$ cat src/logic/fnip_pkg.sv
/*
   Package for the flags / next-instruction-offset block: register offsets,
   flag bit positions, reset values and the alu operation codes.
   Assumes the core clock and reset of the surrounding processor core.
*/
// Summary of operation
// - next offset advances per instruction unless a branch, interrupt or fault loads it
// - low half of the flags word is readable as a separate 16-bit view
// - bit 0 set on carry or borrow out of result top bit
// - bit 2 set when low result byte holds an even count of ones
// - bit 4 set on carry or borrow at result bit three
// - bit 6 set when the result is zero
// - bit 7 copies the result sign bit
// - bit 11 is carry into sign xor carry out of top bit
// - bit 8 raises single-step after next instruction; that step clears bit 8
// - maskable interrupt serviced only while bit 9 is set
// - string ops increment index registers when bit 10 clear, decrement when set
// - bits 13:12 give highest privilege allowed I/O without fault in protected mode
// - popped flags alter interrupt enable only when privilege not above I/O field
// - bit 14 marks a nested task in protected mode
// - bit 16 set at a boundary suppresses debug fault on next instruction
// - bit 17 in protected mode gives 8086 segment loads, faults privileged opcodes
// - bit 17 set only by interrupt return at level 0 or task switch
// - misaligned access faults only when bit 18 and align mask bit both set
// - bit 21 writable only while config_reg_four query enable is set
package fnip_pkg;
   // register word byte addresses
   localparam logic [3:0] ADDR_FLAGS    = 4'h0;
   localparam logic [3:0] ADDR_FLAGS16  = 4'h4;
   localparam logic [3:0] ADDR_OFFSET   = 4'h8;
   localparam logic [3:0] ADDR_CONFIG   = 4'hc;
   // flag bit positions
   localparam int CARRY_POS = 0;
   localparam int PARITY_POS = 2;
   localparam int AUX_POS = 4;
   localparam int ZERO_POS = 6;
   localparam int SIGN_POS = 7;
   localparam int TRAP_POS = 8;
   localparam int IEN_POS = 9;
   localparam int DIR_POS = 10;
   localparam int OVF_POS = 11;
   localparam int IO_PRIVILEGE_LEVEL_LO = 12;
   localparam int IO_PRIVILEGE_LEVEL_HI = 13;
   localparam int NEST_POS = 14;
   localparam int RESUME_POS = 16;
   localparam int V86_POS = 17;
   localparam int ALIGN_POS = 18;
   localparam int QUERY_POS = 21;
   // config word bits: processor-query enable, align mask, protected mode
   localparam int CFG_QUERY_POS = 0;
   localparam int CFG_AM_POS = 1;
   localparam int CFG_PE_POS = 2;
   // writable flag bits; all others fixed
   localparam logic [31:0] FLAGS_WMASK = 32'h00277fd5;
   // fixed bit values: bit 1 reads one, other undefined bits zero
   localparam logic [31:0] FLAGS_FIXED = 32'h00000002;
   localparam logic [31:0] FLAGS_RESET = 32'h00000002;
   localparam logic [31:0] OFFSET_RESET = 32'h0000fff0;
   localparam logic [2:0]  CONFIG_RESET = 3'h0;
   // alu operation codes
   typedef enum logic [1:0] {FNIP_OP_LOGIC = 2'h0, FNIP_OP_ADD = 2'h1,
                             FNIP_OP_SUB = 2'h2} fnip_op_t;
endpackage

$ cat src/logic/fnip_core.sv
/*
   Flags word and next-instruction offset of the core, with an Avalon-MM
   slave for software access, a result-flag generator and the control
   decisions that the flags steer.
   Assumes the execution unit presents one retire pulse per instruction and
   that the bus master holds its request until waitrequest falls.
*/
`timescale 1ns/1ns
module fnip_core #(
   parameter int W = 32
) (
   input  wire logic           SYS_CLK,
   input  wire logic           RST,
   input  wire logic [3:0]     AVS_ADDRESS,
   input  wire logic           AVS_READ,
   input  wire logic           AVS_WRITE,
   input  wire logic [31:0]    AVS_WRITEDATA,
   input  wire logic [3:0]     AVS_BYTEENABLE,
   output logic [31:0]         AVS_READDATA,
   output logic                AVS_WAITREQUEST,
   input  wire logic           RETIRE,
   input  wire logic [W-1:0]   INSTR_LEN,
   input  wire logic           BRANCH_LOAD,
   input  wire logic [W-1:0]   BRANCH_TARGET,
   input  wire logic           ALU_VALID,
   input  wire fnip_pkg::fnip_op_t ALU_OP,
   input  wire logic [31:0]    ALU_A,
   input  wire logic [31:0]    ALU_B,
   input  wire logic           POP_FLAGS,
   input  wire logic           INTERRUPT_RETURN_POP,
   input  wire logic           TASK_SWITCH,
   input  wire logic [31:0]    POP_VALUE,
   input  wire logic [1:0]     CUR_PRIV,
   input  wire logic           MASKABLE_IRQ_PIN,
   input  wire logic           IO_INSTR,
   input  wire logic           PRIV_OPCODE,
   input  wire logic           MISALIGNED,
   input  wire logic           DEBUG_HIT,
   output logic [31:0]         NEXT_INSTR_OFFSET,
   output logic [31:0]         STATUS_CONTROL_WORD,
   output logic [15:0]         FLAGS16,
   output logic                STEP_TRAP,
   output logic                IRQ_TAKE,
   output logic                STRING_DECREMENT,
   output logic                IO_FAULT,
   output logic                IO_BITMAP_CHECK,
   output logic                PRIV_FAULT,
   output logic                V86_SEGMENTS,
   output logic                ALIGN_FAULT,
   output logic                DEBUG_FAULT
);
   // the offset adder and bus lanes are 32 bits wide; refuse any other width
   if (W != 32) begin : g_bad_width
      $error("fnip_core: offset width must be 32");
   end

   logic [31:0] flags;
   logic [31:0] offset;
   logic [2:0]  config_bits;
   logic        trap_armed;
   logic        bus_ack;
   logic [31:0] alu_flags;
   logic [31:0] next_flags;

   // even parity of the low result byte
   function automatic logic even_ones(input logic [7:0] v);
      even_ones = ~^v;
   endfunction

   // byte-lane merge for software writes
   function automatic logic [31:0] lane_merge(input logic [31:0] old,
                                              input logic [31:0] wd,
                                              input logic [3:0] be);
      logic [31:0] m;
      m = {{8{be[3]}}, {8{be[2]}}, {8{be[1]}}, {8{be[0]}}};
      lane_merge = (wd & m) | (old & ~m);
   endfunction

   wire prot_mode = config_bits[fnip_pkg::CFG_PE_POS];
   wire io_ok     = CUR_PRIV <= flags[fnip_pkg::IO_PRIVILEGE_LEVEL_HI:fnip_pkg::IO_PRIVILEGE_LEVEL_LO];
   wire bus_wr    = AVS_WRITE & ~bus_ack;
   wire wr_flags  = bus_wr & (AVS_ADDRESS == fnip_pkg::ADDR_FLAGS);
   wire wr_flag16 = bus_wr & (AVS_ADDRESS == fnip_pkg::ADDR_FLAGS16);

   // result flags from the alu operands
   always_comb begin
      logic [32:0] sum;
      logic [4:0]  low;
      logic [31:0] res;
      logic        c_in_sign;
      sum = 33'h0;
      low = 5'h0;
      res = 32'h0;
      c_in_sign = 1'b0;
      alu_flags = flags;
      if (ALU_OP == fnip_pkg::FNIP_OP_SUB) begin
         sum = {1'b0, ALU_A} - {1'b0, ALU_B};
         low = {1'b0, ALU_A[3:0]} - {1'b0, ALU_B[3:0]};
         c_in_sign = ALU_A[31] ^ ALU_B[31] ^ sum[31];
      end else if (ALU_OP == fnip_pkg::FNIP_OP_ADD) begin
         sum = {1'b0, ALU_A} + {1'b0, ALU_B};
         low = {1'b0, ALU_A[3:0]} + {1'b0, ALU_B[3:0]};
         c_in_sign = ALU_A[31] ^ ALU_B[31] ^ sum[31];
      end else begin
         sum = {1'b0, ALU_A & ALU_B};
      end
      res = sum[31:0];
      alu_flags[fnip_pkg::CARRY_POS]  = sum[32];
      alu_flags[fnip_pkg::PARITY_POS] = even_ones(res[7:0]);
      alu_flags[fnip_pkg::AUX_POS]    = low[4];
      alu_flags[fnip_pkg::ZERO_POS]   = (res == 32'h0);
      alu_flags[fnip_pkg::SIGN_POS]   = res[31];
      alu_flags[fnip_pkg::OVF_POS]    = c_in_sign ^ sum[32];
   end

   // next flags word, priority: pop or task switch, software, alu; a step clears the trap bit over all of them
   always_comb begin
      logic [31:0] cand;
      cand = flags;
      next_flags = flags;
      if (POP_FLAGS | TASK_SWITCH) begin
         cand = POP_VALUE;
         if (!io_ok && !TASK_SWITCH) begin
            cand[fnip_pkg::IEN_POS] = flags[fnip_pkg::IEN_POS];
         end
         if (!(TASK_SWITCH || (INTERRUPT_RETURN_POP && CUR_PRIV == 2'h0))) begin
            cand[fnip_pkg::V86_POS] = flags[fnip_pkg::V86_POS];
         end
      end else if (wr_flags) begin
         cand = lane_merge(flags, AVS_WRITEDATA, AVS_BYTEENABLE);
         cand[fnip_pkg::V86_POS] = flags[fnip_pkg::V86_POS];
      end else if (wr_flag16) begin
         // upper lanes masked off, so the high half keeps its old value
         cand = lane_merge(flags, AVS_WRITEDATA, {2'h0, AVS_BYTEENABLE[1:0]});
      end else if (ALU_VALID) begin
         cand = alu_flags;
      end
      if (!config_bits[fnip_pkg::CFG_QUERY_POS]) begin
         cand[fnip_pkg::QUERY_POS] = flags[fnip_pkg::QUERY_POS];
      end
      if (STEP_TRAP) begin
         cand[fnip_pkg::TRAP_POS] = 1'b0;
      end
      if (RETIRE && !(POP_FLAGS | TASK_SWITCH | wr_flags)) begin
         cand[fnip_pkg::RESUME_POS] = 1'b0;
      end
      next_flags = (cand & fnip_pkg::FLAGS_WMASK) | fnip_pkg::FLAGS_FIXED;
   end

   // flags word register
   always_ff @(posedge SYS_CLK or posedge RST) begin
      if (RST) begin
         flags <= fnip_pkg::FLAGS_RESET;
      end else begin
         flags <= next_flags;
      end
   end

   // trap arms when an instruction retires with the trap bit set
   always_ff @(posedge SYS_CLK or posedge RST) begin
      if (RST) begin
         trap_armed <= 1'b0;
      end else if (STEP_TRAP) begin
         trap_armed <= 1'b0;
      end else if (RETIRE && flags[fnip_pkg::TRAP_POS]) begin
         trap_armed <= 1'b1;
      end
   end

   // next instruction offset; a load beats sequential advance
   always_ff @(posedge SYS_CLK or posedge RST) begin
      if (RST) begin
         offset <= fnip_pkg::OFFSET_RESET;
      end else if (BRANCH_LOAD) begin
         offset <= BRANCH_TARGET;
      end else if (bus_wr && AVS_ADDRESS == fnip_pkg::ADDR_OFFSET) begin
         offset <= lane_merge(offset, AVS_WRITEDATA, AVS_BYTEENABLE);
      end else if (RETIRE) begin
         offset <= offset + INSTR_LEN;
      end
   end

   // configuration bits standing in for the outside control registers
   always_ff @(posedge SYS_CLK or posedge RST) begin
      if (RST) begin
         config_bits <= fnip_pkg::CONFIG_RESET;
      end else if (bus_wr && AVS_ADDRESS == fnip_pkg::ADDR_CONFIG && AVS_BYTEENABLE[0]) begin
         config_bits <= AVS_WRITEDATA[2:0];
      end
   end

   // one wait cycle per access: ack rises the cycle after a request
   always_ff @(posedge SYS_CLK or posedge RST) begin
      if (RST) begin
         bus_ack <= 1'b0;
      end else begin
         bus_ack <= (AVS_READ | AVS_WRITE) & ~bus_ack;
      end
   end

   // read data registered alongside the ack; unmapped reads give zero
   always_ff @(posedge SYS_CLK or posedge RST) begin
      if (RST) begin
         AVS_READDATA <= 32'h0;
      end else if (AVS_READ && !bus_ack) begin
         case (AVS_ADDRESS)
            fnip_pkg::ADDR_FLAGS:   AVS_READDATA <= flags;
            fnip_pkg::ADDR_FLAGS16: AVS_READDATA <= {16'h0, flags[15:0]};
            fnip_pkg::ADDR_OFFSET:  AVS_READDATA <= offset;
            fnip_pkg::ADDR_CONFIG:  AVS_READDATA <= {29'h0, config_bits};
            default:                AVS_READDATA <= 32'h0;
         endcase
      end
   end

   assign AVS_WAITREQUEST     = (AVS_READ | AVS_WRITE) & ~bus_ack;
   assign NEXT_INSTR_OFFSET   = offset;
   assign STATUS_CONTROL_WORD = flags;
   assign FLAGS16             = flags[15:0];
   assign STEP_TRAP           = trap_armed;
   // decisions the flags steer; pins are taken as synchronous
   assign IRQ_TAKE         = MASKABLE_IRQ_PIN & flags[fnip_pkg::IEN_POS];
   assign STRING_DECREMENT = flags[fnip_pkg::DIR_POS];
   // above the io level: virtual mode consults the permission bitmap, else fault
   assign IO_FAULT         = IO_INSTR & prot_mode & ~io_ok
                             & ~flags[fnip_pkg::V86_POS];
   assign IO_BITMAP_CHECK  = IO_INSTR & prot_mode & ~io_ok
                             & flags[fnip_pkg::V86_POS];
   assign V86_SEGMENTS     = prot_mode & flags[fnip_pkg::V86_POS];
   assign PRIV_FAULT       = PRIV_OPCODE & V86_SEGMENTS;
   assign ALIGN_FAULT      = MISALIGNED & flags[fnip_pkg::ALIGN_POS]
                             & config_bits[fnip_pkg::CFG_AM_POS];
   assign DEBUG_FAULT      = DEBUG_HIT & ~flags[fnip_pkg::RESUME_POS];
   // nested-task bit is held in the word for task logic outside; stored at bit 14

   a_fixed_bits: assert property (@(posedge SYS_CLK) disable iff (RST)
      (flags & ~fnip_pkg::FLAGS_WMASK) == fnip_pkg::FLAGS_FIXED)
      else $error("fixed flag bits changed");
   a_branch_load: assert property (@(posedge SYS_CLK) disable iff (RST)
      BRANCH_LOAD |=> offset == $past(BRANCH_TARGET))
      else $error("branch target not loaded");
   a_seq_advance: assert property (@(posedge SYS_CLK) disable iff (RST)
      RETIRE && !BRANCH_LOAD && !bus_wr |=> offset == $past(offset) + $past(INSTR_LEN))
      else $error("offset did not advance");
   a_zero_flag: assert property (@(posedge SYS_CLK) disable iff (RST)
      ALU_VALID && !POP_FLAGS && !TASK_SWITCH && !bus_wr && ALU_OP == fnip_pkg::FNIP_OP_SUB
      && ALU_A == ALU_B |=> flags[fnip_pkg::ZERO_POS] && !flags[fnip_pkg::CARRY_POS])
      else $error("zero or carry wrong on equal subtract");
   a_step_trap: assert property (@(posedge SYS_CLK) disable iff (RST)
      STEP_TRAP |=> !flags[fnip_pkg::TRAP_POS] && !STEP_TRAP)
      else $error("trap bit survived single step");
   a_trap_after: assert property (@(posedge SYS_CLK) disable iff (RST)
      RETIRE && flags[fnip_pkg::TRAP_POS] && !STEP_TRAP |=> STEP_TRAP)
      else $error("single step missing");
   a_irq_mask: assert property (@(posedge SYS_CLK) disable iff (RST)
      IRQ_TAKE |-> flags[fnip_pkg::IEN_POS])
      else $error("interrupt taken while masked");
   a_pop_ien: assert property (@(posedge SYS_CLK) disable iff (RST)
      POP_FLAGS && !TASK_SWITCH && !io_ok |=> $stable(flags[fnip_pkg::IEN_POS]))
      else $error("interrupt enable changed by unprivileged pop");
   a_v86_set: assert property (@(posedge SYS_CLK) disable iff (RST)
      $rose(flags[fnip_pkg::V86_POS]) |-> $past(TASK_SWITCH)
      || ($past(INTERRUPT_RETURN_POP) && $past(CUR_PRIV) == 2'h0))
      else $error("virtual mode set illegally");
   a_query_lock: assert property (@(posedge SYS_CLK) disable iff (RST)
      !config_bits[fnip_pkg::CFG_QUERY_POS] |=> $stable(flags[fnip_pkg::QUERY_POS]))
      else $error("query bit changed while locked");
   a_align_fault: assert property (@(posedge SYS_CLK) disable iff (RST)
      ALIGN_FAULT |-> MISALIGNED && flags[fnip_pkg::ALIGN_POS]
      && config_bits[fnip_pkg::CFG_AM_POS])
      else $error("alignment fault without both enables");
endmodule

$ cat config.mk
export PLATFORM = sky130hd
export DESIGN_NAME = fnip_core
export DESIGN_NICKNAME = d
export VERILOG_FILES = /design/src/logic/fnip_pkg.sv /design/src/logic/fnip_core.sv
export SDC_FILE = /design/constraint.sdc
export NUM_CORES = 1
export LEC_CHECK = 0
export BUFFER_PORTS_ARGS = -buffer_cell sky130_fd_sc_hd__buf_4
export CAP_MARGIN = 20
export CORE_MARGIN = 2
export CORE_UTILIZATION = 40
export DETAILED_ROUTE_END_ITERATION = 7
export PLACE_DENSITY = 0.76
export SLEW_MARGIN = 20
export SYNTH_ARGS = -nofsm -noshare
export SYNTH_HDL_FRONTEND = slang
export SYNTH_SLANG_ARGS = --single-unit
$ cat constraint.sdc
create_clock -name SYS_CLK -period 4.05 [get_ports SYS_CLK]
set_clock_uncertainty 0.15 [all_clocks]
set_input_delay 0.81 -clock SYS_CLK [delete_from_list [all_inputs] [get_ports SYS_CLK]]
set_output_delay 0.81 -clock SYS_CLK [all_outputs]
set_load 0.02 [all_outputs]
==> metrics.md, run 1 <==
| Metric | Value |
|---|---|
| Fin crit share | `97.3%` |
| Worst setup path start | `ALU_A[2]` |
| Initial antenna violation count | `0` |
| Top_reg_cell synth | `dfrtp_1` |
| Antenna viol nets, final | `0` |
| Vias/cell | `5.95` |
| Io pins | `341` |
| Setup TNS | `0 ns` |
| Largest net degree at the start of global routing | `46` |
| Root Buffer Master | `clkbuf_16` |
| Final Core Density | `55.2%` |
| Pwr per Cell Area | `343 mW/mm2` |
| CTS tree | `done` |
| Area leader, netlist | `dfrtp_1` |
| WL/cell | `20.6 um` |
| Diode count | `0` |
| Placed Cells incl. Taps | `2133` |
| Min-delay src | `AVS_READDATA[2]$_DFFE_PP0P_` |
| Final Hold Viols | `0` |
| DRC | `0` |
| Sw Pwr | `0.00216 W` |
| Status | `complete, no violations` |
| Core Region | `0.0260 mm2` |
| Most numerous cell on the critical path | `buf_4` |
| Reg2reg path depth | `12` |
| Number of global-route vias before repair | `12165` |
| Vias | `12796` |
| Cell Count, Final, Fillers Out | `2149` |
| WP depth | `15` |
| Critical Path Max Stage Delay | `0.41 ns` |
| CP Max Fanout | `6` |
| Worst min path class | `reg -> reg` |
| Die Wd | `166 um` |
| Synth Cell Area | `0.0106 mm2` |
| FMAX | `254 MHz` |
| Most area-consuming cells after synthesis | `dfrtp_1 17%, ha_1 12%, o21ai_0 6.2%` |
| Reg power frac | `25.7%` |
| Combinational Power Share | `57.0%` |
| Cell chain of the critical path | `buf_4, ha_1, nor3b_1, o311ai_2, a21oi_1, buf_4, a31oi_2, buf_4, o31ai_1, o311ai_1, a31oi_1, a22oi_1, o22ai_1, a21oi_1, o31ai_2` |
| Congestion Overflow GR | `0` |
| Synth Register Bits | `85` |
| Die Ht | `166 um` |
| Post-DP HPWL | `37000 um` |
| Leak | `6.88 nW` |
| Final setup fails | `0` |
| Worst-Margin Slew | `0.978 ns` |
| Cell internal pwr | `0.00276 W` |
| Number of buffers created by CTS | `9` |
| Die footprint | `0.0277 mm2` |
| Clk sinks | `85` |
| Max-slew headroom | `34.8%` |
| PortBufs | `304` |
| Cells after Synth | `1425` |
| Seq/Total Area, Yosys | `20.3%` |
| Arrival time at the worst endpoint | `4.04 ns` |
| Synth Area per Inst | `7.41 um2` |
| Post-synth cell types | `85` |
| Worst skew pair latency | `0.35 ns` |
| Worst endpoint required time | `4.15 ns` |
| Most frequent cell after synthesis | `nand2_1` |
| GPL Wtd Cong | `1.01` |
| First-pass GRT wire length | `67600 um` |
| Layout cell share with drive strength beyond 1 | `28.6%` |
| H-tree levels | `3` |
| # rows | `59` |
| Setup CP Type | `in -> reg` |
| VDD IR max | `0.276 mV` |
| Initial Util | `40.6%` |
| CTS Buffer Depth | `2` |
| Reg clk slew, reported paths | `0.07 ns` |
| Area share of the largest cell type after synthesis | `17.3%` |
| Post-synth ARST share | `100%` |
| Ys Warns | `0` |
| Switching Fraction | `43.9%` |
| Hold Crit Depth | `2` |
| Post-synth EDFFs | `0` |
| CP max-delay cell | `o31ai_1` |
| Nets | `2132` |
| Largest delay share family, worst path | `compound AO/OA/AOI/OAI gates` |
| Buf/Inv on CP | `3` |
| GRT Util Overall | `30.5%` |
| Dpl ws | `-0.321 ns` |
| Max-cap violations | `0` |
| Total iterations of the first detailed-routing run | `5` |
| 1st-iter DRT viols | `1164` |
| Setup crit end kind | `register` |
| Clock power frac | `17.3%` |
| Area growth syn-to-layout | `35.8%` |
| Final setup margin | `0.107 ns` |
| Fill cells | `2494` |
| Final Slew Violations | `0` |
| Post-synth top cells | `155 x nand2_1, 131 x o21ai_0, 110 x a21oi_1` |
| Critical Path Source Type | `primary input` |
| Tmin final | `3.94 ns` |
| Post-Route WL | `44400 um` |
| Post-CTS Setup Bufs | `0` |
what timing repair did:
item,4_1_cts,5_1_grt
hold buffers,0,0
gates resized for setup,0,10
setup endpoints to repair,0,3
power by group through the flow:
stage               clock (W)  combinational (W)  sequential, W
global placement            0            0.00270        0.00127
floorplan                   0            0.00158        0.00131
global route         0.000890            0.00304        0.00127
detailed placement          0            0.00273        0.00127
CTS                  0.000858            0.00275        0.00125
finish               0.000851            0.00280        0.00126
cell type report:
cell class	instances	area, um2	share of cell area (%)
well taps	335	419	2.92
flip-flops and latches	85	2140	14.9
multi-input cells	1175	7730	53.9
clock buffers	9	225	1.57
clock inverters	7	81.3	0.567
inverters	82	309	2.15
repair buffers	456	3440	24.0
tightest hold or removal path: stages (launching register included):
cell     delay [ns]
dfrtp_1        0.34
nand2_1        0.05
o21ai_0        0.06
logic make-up (layout without fill, tap and decap cells):
| logic type | count (synthesis) | count (layout) | share of synthesized area, % |
|---|---|---|---|
| AOI/OAI and AO/OA | 510 | 510 | 31.7 |
| xor gates and xnor gates | 42 | 42 | 3.48 |
| adders and majority gates | 105 | 105 | 12.6 |
| buffers and inverters | 183 | 554 | 7.77 |
| DFF | 85 | 85 | 20.3 |
| muxes | 24 | 24 | 2.35 |
| other | 2 | 20 | 0.0711 |
| and+or+nand+nor | 474 | 474 | 21.7 |
metal layers:
metal / up-vias / track usage [%] / wire length (um)
li1: 5995 / - / -
met5: - / 0 / 0
met3: 127 / 5.70 / 3710
met2: 645 / 51.2 / 20800
met4: 0 / 13.2 / 2100
met1: 6029 / 38.4 / 17800
final timing paths:
path	slack, ns	to
setup / recovery	0.11	STATUS_CONTROL_WORD[6]$_DFFE_PP0P_
hold / removal	0.33	AVS_READDATA[2]$_DFFE_PP0P_
setup reg to reg	0.50	register
hold reg to reg	0.33	AVS_READDATA[2]$_DFFE_PP0P_
max in group asynchronous	2.49	async pin
min in group asynchronous	0.43	AVS_READDATA[16]$_DFFE_PP0P_
through the flow:
| step | power, W | area (um2) | hold WS [ns] |
|---|---|---|---|
| 6_report | 0.00492 | 14300 | 0.333 |
| 5_1_grt | 0.00520 | 14300 | 0.347 |
| 4_1_cts | 0.00486 | 14300 | 0.336 |
| 3_5_place_dp | 0.00400 | 14000 | 0.305 |
| 3_3_place_gp | 0.00396 | 14000 | 0.301 |
| 2_1_floorplan | 0.00289 | 10600 | 0.345 |
layout by cell type, fill, tap and decap left out, types with 27 or more instances in the layout:
cell type | synthesis | layout
buf_4 | 34 | 455
nand2_1 | 155 | 155
o21ai_0 | 131 | 131
a21oi_1 | 110 | 110
ha_1 | 101 | 101
nor2_1 | 94 | 94
inv_1 | 80 | 79
dfrtp_1 | 73 | 73
nor3_1 | 34 | 34
nand3_1 | 31 | 31
xnor2_1 | 29 | 29
nand2b_1 | 28 | 27
Note: power is estimated with default switching activity, not from simulation.
==> run 2, diff against run 1 <==
- ABC_AREA: unset -> 1
- HOLD_SLACK_MARGIN: unset -> 0.15
- PLACE_DENSITY: 0.76 -> 0.75
==> run 2 against run 1 <==
  * Via count grew 13%
  * Count of clock-buffer cells in the layout is the same
  * Combinational power grew 6%
  * Highest routed layer is now met5
  * Worst setup slack gained 0.25 ns
  * Core utilization shrank 4.3 points
  * Largest power group unchanged
  * Critical path depth grew 9
  * Cell count grew 21%
  * Sequential power shrank 3%
  * Global-route usage grew 3.2 points
==> metrics.md, run 2 <==
| Metric | Value |
|---|---|
| Initial Util | `40.3% (-0.32 points)` |
| Mux share of post-synthesis cell area | `0.228% (-2.1 points)` |
| Die Ht | `174 um (+4.3%)` |
| Hold Path End | `AVS_READDATA[13]$_DFFE_PP0P_` |
| Final setup fails | `0 (unchanged)` |
| Most numerous cell on the critical path | `nor2_1` |
| Cell chain of the critical path | `buf_4, inv_1, ha_1, fa_1, nor2_2, nand2_1, nand2_1, inv_1, o21ai_2, xor2_1, nor2_1, a221oi_2, ha_1, nand4_1, nand3b_1, nor2_1, nand2_1, inv_1, nand4_1, nor2_1, nand3_1, nor2_1, nand3_1, a21oi_1` |
| Hold WS | `0.336 ns (+0.00321 ns)` |
| WP depth | `24 (+9)` |
| Setup CP Type | `in -> reg` |
| Clock power frac | `18.8% (+1.5 points)` |
| Worst setup path start | `ALU_A[0]` |
| First-pass GRT wire length | `78400 um (+16%)` |
| CP max-delay cell | `fa_1` |
| Root Buffer Master | `clkbuf_16` |
| Hold Crit Depth | `2 (unchanged)` |
| Adder-Cell Fraction of Synth Area | `11.5% (-1.1 points)` |
| RSZ-0062 raised after global routing | `false` |
| Most area-consuming cells after synthesis | `nand2_1 17%, dfrtp_1 16%, ha_1 11%` |
| Core Region | `0.0285 mm2 (+9.9%)` |
| Vias | `14413 (+13%)` |
| Worst endpoint required time | `4.19 ns (+0.04 ns)` |
| Post-CTS Hold Buffers | `0 (unchanged)` |
| Post-synth EDFFs | `0 (unchanged)` |
| Switching Fraction | `48.3% (+4.4 points)` |
| Top_reg_cell synth | `dfrtp_1` |
| 1st-iter DRT viols | `1527 (+31%)` |
| Vias/cell | `5.54 (-7.0%)` |
| FMAX | `271 MHz (+6.7%)` |
| Initial antenna violation count | `1 (+1)` |
| Total iterations of the first detailed-routing run | `6 (+1)` |
| Synth Area in XOR/XNOR | `1.83% (-1.7 points)` |
| Final Hold Viols | `0 (unchanged)` |
| Most common cell after layout, fill and taps aside | `nand2_1` |
| Status | `complete, no violations` |
| Cells after Synth | `1925 (+35%)` |
| Final Slew Violations | `0 (unchanged)` |
| GRT Util Overall | `33.8% (+3.2 points)` |
| Most frequent cell after synthesis | `nand2_1` |
| Post-synth cell types | `56 (-34%)` |
| Ys Warns | `0 (unchanged)` |
| Commonest non-fill, non-tap cells in the layout | `527 x nand2_1, 346 x buf_4, 270 x inv_1` |
| Critical Path Source Type | `primary input` |
| Congestion Overflow GR | `0 (unchanged)` |
| Diode count | `0 (unchanged)` |
| Worst skew pair latency | `0.36 ns (about the same)` |
| Post-synthesis simple-gate area fraction | `33.6% (+12 points)` |
| # rows | `62 (+5.1%)` |
| Max-slew headroom | `39.6% (+4.8 points)` |
| PortBufs | `304 (unchanged)` |
| Tmin final | `3.69 ns (-0.248 ns)` |
| Post-synth ARST share | `100% (unchanged)` |
| Critical Path Max Stage Delay | `0.40 ns (about the same)` |
| Compound-Gate Fraction of Synth Area | `20.8% (-11 points)` |
| Post-CTS Setup Bufs | `0 (unchanged)` |
| Cell internal pwr | `0.00267 W (-3.1%)` |
| Power Total | `0.00517 W (+5.1%)` |
| Die Wd | `174 um (+4.3%)` |
| Clk sinks | `85 (unchanged)` |
| Post-synth top cells | `527 x nand2_1, 271 x inv_1, 194 x nor2_1` |
| Reg clk slew, reported paths | `0.08 ns (about the same)` |
| Area leader, netlist | `nand2_1` |
| Die footprint | `0.0302 mm2 (+8.8%)` |
| Io pins | `341 (unchanged)` |
| Synth Cell Area | `0.0115 mm2 (+9.0%)` |
| Setup crit end kind | `register` |
| Min-delay src | `AVS_READDATA[13]$_DFFE_PP0P_` |
| Combinational Power Share | `57.7% (+0.7 points)` |
| Largest delay share family, worst path | `simple AND/OR/NAND/NOR gates` |
| Number of buffers created by CTS | `9 (unchanged)` |
| Reg-to-reg slack, setup | `0.79 ns (+0.29 ns)` |
| Largest net degree at the start of global routing | `50 (+8.7%)` |
| Cell Count, Final, Fillers Out | `2603 (+21%)` |
| Number of global-route vias before repair | `13666 (+12%)` |
| Area share of the largest cell type after synthesis | `17.2% (-0.11 points)` |
| Nets | `2537 (+19%)` |
| H-tree levels | `3 (unchanged)` |
| Pwr per Cell Area | `356 mW/mm2 (+3.8%)` |
| Post-DP HPWL | `44200 um (+20%)` |
| Synth Register Bits | `85 (unchanged)` |
| Synth Area per Inst | `5.98 um2 (-19%)` |
| VDD IR max | `0.212 mV (-23%)` |
| Layout cell share with drive strength beyond 1 | `18.3% (-10 points)` |
| CTS Buffer Depth | `2 (unchanged)` |
| Arrival time at the worst endpoint | `3.83 ns (-0.21 ns)` |
| Resized Gates After CTS | `0 (unchanged)` |
| Seq/Total Area, Yosys | `18.6% (-1.7 points)` |
| Largest family of logic cells by synthesized area | `simple AND/OR/NAND/NOR gates` |
| Worst min path class | `reg -> reg` |
| Fin crit share | `91.2% (-6.1 points)` |
| Leak | `7.88 nW (+14%)` |
| Post-Route WL | `52700 um (+19%)` |
| Sw Pwr | `0.00249 W (+16%)` |
| Placed Cells incl. Taps | `2587 (+21%)` |
| Worst-Margin Slew | `0.907 ns (-0.0715 ns)` |
| Area growth syn-to-layout | `26.1%` |
| WL/cell | `20.2 um (-2.0%)` |
| Reg power frac | `23.5% (-2.2 points)` |
| DRC | `0 (unchanged)` |
| Max-cap violations | `0 (unchanged)` |
| CTS tree | `done` |
| Buf/Inv on CP | `4 (+1)` |
| CP Max Fanout | `2 (-4)` |
| Antenna viol nets, final | `0 (unchanged)` |
| GPL Wtd Cong | `1.00 (-1.1%)` |
| Reg2reg path depth | `15 (+3)` |
[run 2: power by group through the flow]
stage / combinational [W] / sequential (W) / clock, W
2_1_floorplan: 0.00167 / 0.00132 / 0
3_3_place_gp: 0.00289 / 0.00122 / 0
3_5_place_dp: 0.00291 / 0.00122 / 0
4_1_cts: 0.00292 / 0.00121 / 0.000968
5_1_grt: 0.00325 / 0.00123 / 0.000993
6_report: 0.00298 / 0.00122 / 0.000972
[run 2: cell families after synthesis]
family | Yosys count
muxes | 2
DFF | 85
xor gates and xnor gates | 24
and+or+nand+nor | 928
adders and majority gates | 104
AOI/OAI and AO/OA | 412
buffers and inverters | 368
other | 2
[run 2: metal layers]
layer  wire, um  GRT usage (%)
met5         11              0
met3       4810           5.81
met1      20500           41.6
met2      24500           57.3
met4       2880           16.1
[run 2: through the flow]
stage	setup TNS, ns	worst slack (ns)	instance area, um2	utilization [%]
global placement	-0.113	-0.113	14200	49.6
global route	0	0.00314	14500	50.9
detailed placement	-0.130	-0.130	14200	49.6
CTS	0	0.215	14500	50.8
floorplan	0	0.418	11600	-
finish	0	0.356	14500	50.9
[run 2: layout make-up]
| type | instances | area (um2) |
|---|---|---|
| Clock buffer | 9 | 225 |
| Clock inverter | 7 | 103 |
| Fill cell | 3058 | 14000 |
| Inverter | 282 | 1060 |
| Multi-Input combinational cell | 1490 | 7910 |
| Sequential cell | 85 | 2140 |
| Tap cell | 384 | 480 |
| Timing Repair Buffer | 346 | 2600 |
[run 2: how the worst max path moves through the flow]
stage / endpoint / slack [ns]
4_1_cts: STATUS_CONTROL_WORD[6]$_DFFE_PP0P_ / 0.22
6_report: STATUS_CONTROL_WORD[6]$_DFFE_PP0P_ / 0.36
3_5_place_dp: STATUS_CONTROL_WORD[6]$_DFFE_PP0P_ / -0.13
2_1_floorplan: STATUS_CONTROL_WORD[6]$_DFFE_PP0P_ / 0.42
5_1_grt: STATUS_CONTROL_WORD[6]$_DFFE_PP0P_ / 0.003
3_3_place_gp: STATUS_CONTROL_WORD[6]$_DFFE_PP0P_ / -0.11
[run 2: tightest hold or removal path, cell delays in order (launching register included)]
cell and delay (ns):
dfrtp_1 0.34, nand2_1 0.06, nand2_1 0.06
==> run 3, diff against run 2 <==
- CORE_MARGIN: 2 -> unset
- GPL_TIMING_DRIVEN: unset -> 0
- SKIP_LAST_GASP: unset -> 1
==> run 3 against run 2 <==
  * Global-route usage up 2.0 points
  * Core utilization up 2.6 points
  * Via count is 2.4% higher
  * Sequential power about the same
  * Non-clock buffer count rose by 54
  * Worst setup slack worse by 0.23 ns
  * Cell count is 1.9% higher
  * Count of clock-buffer cells in the layout unchanged
  * Fmax shrank 5.8%
  * Final area grew 3.1%
  * Largest cell class unchanged
==> metrics.md, run 3 (synthesis gave the netlist of run 2 again) <==
| Metric | Value |
|---|---|
| Status | `complete, no violations` |
| Setup crit end kind | `register` |
| Post-DP HPWL | `45500 um (+2.8%)` |
| Initial Util | `41.1% (+0.77 points)` |
| CTS Buffer Depth | `2 (unchanged)` |
| RSZ-0062 raised after global routing | `true` |
| Final Hold Viols | `0 (unchanged)` |
| Area growth syn-to-layout | `30.0%` |
| Die footprint | `0.0295 mm2 (-2.3%)` |
| Final setup margin | `0.127 ns (-0.229 ns)` |
| Buf/Inv on CP | `4 (unchanged)` |
| Number of global-route vias before repair | `13677 (+0.080%)` |
| Clk sinks | `85 (unchanged)` |
| Post-Route WL | `54200 um (+3.0%)` |
| Reg-to-reg slack, setup | `0.51 ns (-0.28 ns)` |
| Met3 usage | `5.96% (+0.15 points)` |
| Pwr per Cell Area | `347 mW/mm2 (-2.4%)` |
| CTS tree | `done` |
| Min-delay src | `AVS_READDATA[18]$_DFFE_PP0P_` |
| Setup TNS | `0 ns (unchanged)` |
| Die Ht | `172 um (-1.2%)` |
| FMAX | `255 MHz (-5.8%)` |
| First-pass GRT wire length | `78600 um (+0.26%)` |
| Reg2reg path depth | `15 (unchanged)` |
| Worst min path class | `reg -> reg` |
| Cell Count, Final, Fillers Out | `2652 (+1.9%)` |
| Initial antenna violation count | `1 (unchanged)` |
| Die Wd | `172 um (-1.2%)` |
| Largest net degree at the start of global routing | `50 (unchanged)` |
| Dpl ws | `-0.902 ns (-0.772 ns)` |
| Worst skew pair latency | `0.37 ns (about the same)` |
| Cell internal pwr | `0.00263 W (-1.7%)` |
| GPL Wtd Cong | `1.03 (+2.8%)` |
| Grt met1 use | `46.1% (+4.5 points)` |
| Clock power frac | `17.9% (-0.9 points)` |
| Nets | `2591 (+2.1%)` |
| GRT Util Overall | `35.7% (+2.0 points)` |
| Final Slew Violations | `0 (unchanged)` |
| Critical Path Max Stage Delay | `0.38 ns (-0.02 ns)` |
| Final setup fails | `0 (unchanged)` |
| Hold Crit Depth | `2 (unchanged)` |
| CP max-delay cell | `fa_2` |
| Antenna viol nets, final | `0 (unchanged)` |
| Number of buffers created by CTS | `9 (unchanged)` |
| Max-cap violations | `0 (unchanged)` |
| Reg clk slew, reported paths | `0.07 ns (about the same)` |
| Max-slew headroom | `36.5% (-3.1 points)` |
| WL/cell | `20.5 um (+1.1%)` |
| Vias/cell | `5.57 (+0.52%)` |
| Reg power frac | `23.4% (about the same)` |
| 1st-iter DRT viols | `1511 (-1.0%)` |
| Most common cell after layout, fill and taps aside | `nand2_1` |
| GR Layer Usage met2 | `59.4% (+2.2 points)` |
| Total iterations of the first detailed-routing run | `5 (-1)` |
| Arrival time at the worst endpoint | `4.06 ns (+0.23 ns)` |
| Layout cell share with drive strength beyond 1 | `20.5% (+2.3 points)` |
| Tmin final | `3.92 ns (+0.229 ns)` |
| DRC | `0 (unchanged)` |
| Root Buffer Master | `clkbuf_16` |
| Leak | `8.05 nW (+2.3%)` |
| Switching Fraction | `49.4% (+1.2 points)` |
| Final Core Density | `53.4% (+2.6 points)` |
| H-tree levels | `3 (unchanged)` |
| Critical Path Source Type | `primary input` |
| Post-CTS Hold Buffers | `0 (unchanged)` |
| Cell chain of the critical path | `buf_8, inv_4, ha_4, fa_2, nor2_4, nand2_2, nand2_2, inv_2, o21ai_4, xor2_1, nor2_1, a221oi_2, ha_2, nand4_1, nand3b_1, nor2_2, nand2_1, inv_1, nand4_1, nor2_1, nand3_1, nor2_2, nand3_2, a21oi_2` |
| Combinational Power Share | `58.7% (+1.0 points)` |
| PortBufs | `302 (-0.66%)` |
| Sw Pwr | `0.00257 W (+3.0%)` |
| Hold WS | `0.338 ns (+0.00131 ns)` |
| Placed Cells incl. Taps | `2624 (+1.4%)` |
| Hold Path End | `AVS_READDATA[18]$_DFFE_PP0P_` |
| Core Region | `0.0280 mm2 (-1.9%)` |
| Congestion Overflow GR | `0 (unchanged)` |
| VDD IR max | `0.221 mV (+4.1%)` |
| Vias | `14760 (+2.4%)` |
| Fill cells | `2932 (-4.1%)` |
| Setup CP Type | `in -> reg` |
| # rows | `61 (-1.6%)` |
| Worst endpoint required time | `4.19 ns (about the same)` |
| Most Used Layer, Global Route | `met2` |
| Commonest non-fill, non-tap cells in the layout | `520 x nand2_1, 346 x buf_4, 267 x inv_1` |
| Fin crit share | `96.9% (+5.7 points)` |
| Largest delay share family, worst path | `simple AND/OR/NAND/NOR gates` |
| CP Max Fanout | `3 (+1)` |
| Io pins | `341 (unchanged)` |
| Worst-Margin Slew | `0.949 ns (+0.0424 ns)` |
-- run 3: cell count changes in the layout (fill, tap and decap cells not counted), sizes merged --
cell,delta
inv,+2
clkinv,-2
buf,+24
bufinv,-1
clkbuf,+30
clkinvlp,+1
diode,+1
-- run 3: worst max path at each step --
stage / startpoint / endpoint / slack (ns) / depth (start not counted)
floorplan: ALU_A[0] / STATUS_CONTROL_WORD[6]$_DFFE_PP0P_ / 0.42 / 23
global placement: ALU_A[0] / STATUS_CONTROL_WORD[6]$_DFFE_PP0P_ / -0.86 / 24
detailed placement: ALU_A[0] / STATUS_CONTROL_WORD[6]$_DFFE_PP0P_ / -0.90 / 24
CTS: ALU_A[0] / STATUS_CONTROL_WORD[6]$_DFFE_PP0P_ / 0.004 / 24
global route: ALU_A[0] / STATUS_CONTROL_WORD[6]$_DFFE_PP0P_ / -0.07 / 24
finish: ALU_A[0] / STATUS_CONTROL_WORD[6]$_DFFE_PP0P_ / 0.13 / 24
-- run 3: layout make-up --
cell class,instances,area (um2),area share (%)
flip-flops and latches,85,2140,14.3
repair buffers,315,2390,16.0
diodes,1,2.50,0.0167
clock inverters,7,80.1,0.535
inverters,282,1070,7.14
multi-input cells,1490,8090,54.1
clock buffers,9,225,1.51
well taps,378,473,3.16
plain buffers,85,494,3.30
-- run 3: worst register-to-register path: stages (launching register included) --
cell and delay, ns:
dfrtp_1 0.42, ha_1 0.20, inv_1 0.06, fa_1 0.40
nand3b_1 0.17, nand2_1 0.11, a21oi_1 0.16, o21bai_1 0.30
a21boi_0 0.25, o21ai_0 0.44, a21oi_1 0.15, or2_2 0.30
nand3_1 0.10, o21ai_0 0.10, nand2_1 0.08, nand2_1 0.04
-- run 3: through the flow --
stage	cell area, um2	power [W]
5_1_grt	15000	0.00550
3_3_place_gp	14300	0.00411
6_report	15000	0.00520
3_5_place_dp	14300	0.00413
2_1_floorplan	11600	0.00299
4_1_cts	14700	0.00507
-- run 3: what timing repair did --
item | 4_1_cts | 5_1_grt
buffers inserted | 1 | 11
resized for setup | 16 | 47
endpoints found under the setup margin | 2 | 1
pin swaps | 2 | 18
endpoints found under the hold margin | 0 | 0
-- run 3: power by group through the flow --
stage	registers [W]	clock network, W	logic (W)
after detailed placement	0.00122	0	0.00291
after global placement	0.00122	0	0.00289
after floorplan	0.00132	0	0.00167
after CTS	0.00120	0.000921	0.00294
after global routing	0.00122	0.000953	0.00332
final	0.00122	0.000930	0.00305
-- run 3: per-layer routing --
layer | routed length [um] | share of wire (%)
met1 | 22700 | 42
met4 | 2020 | 3.7
met2 | 25000 | 46
met3 | 4540 | 8.4
met5 | 0 | 0
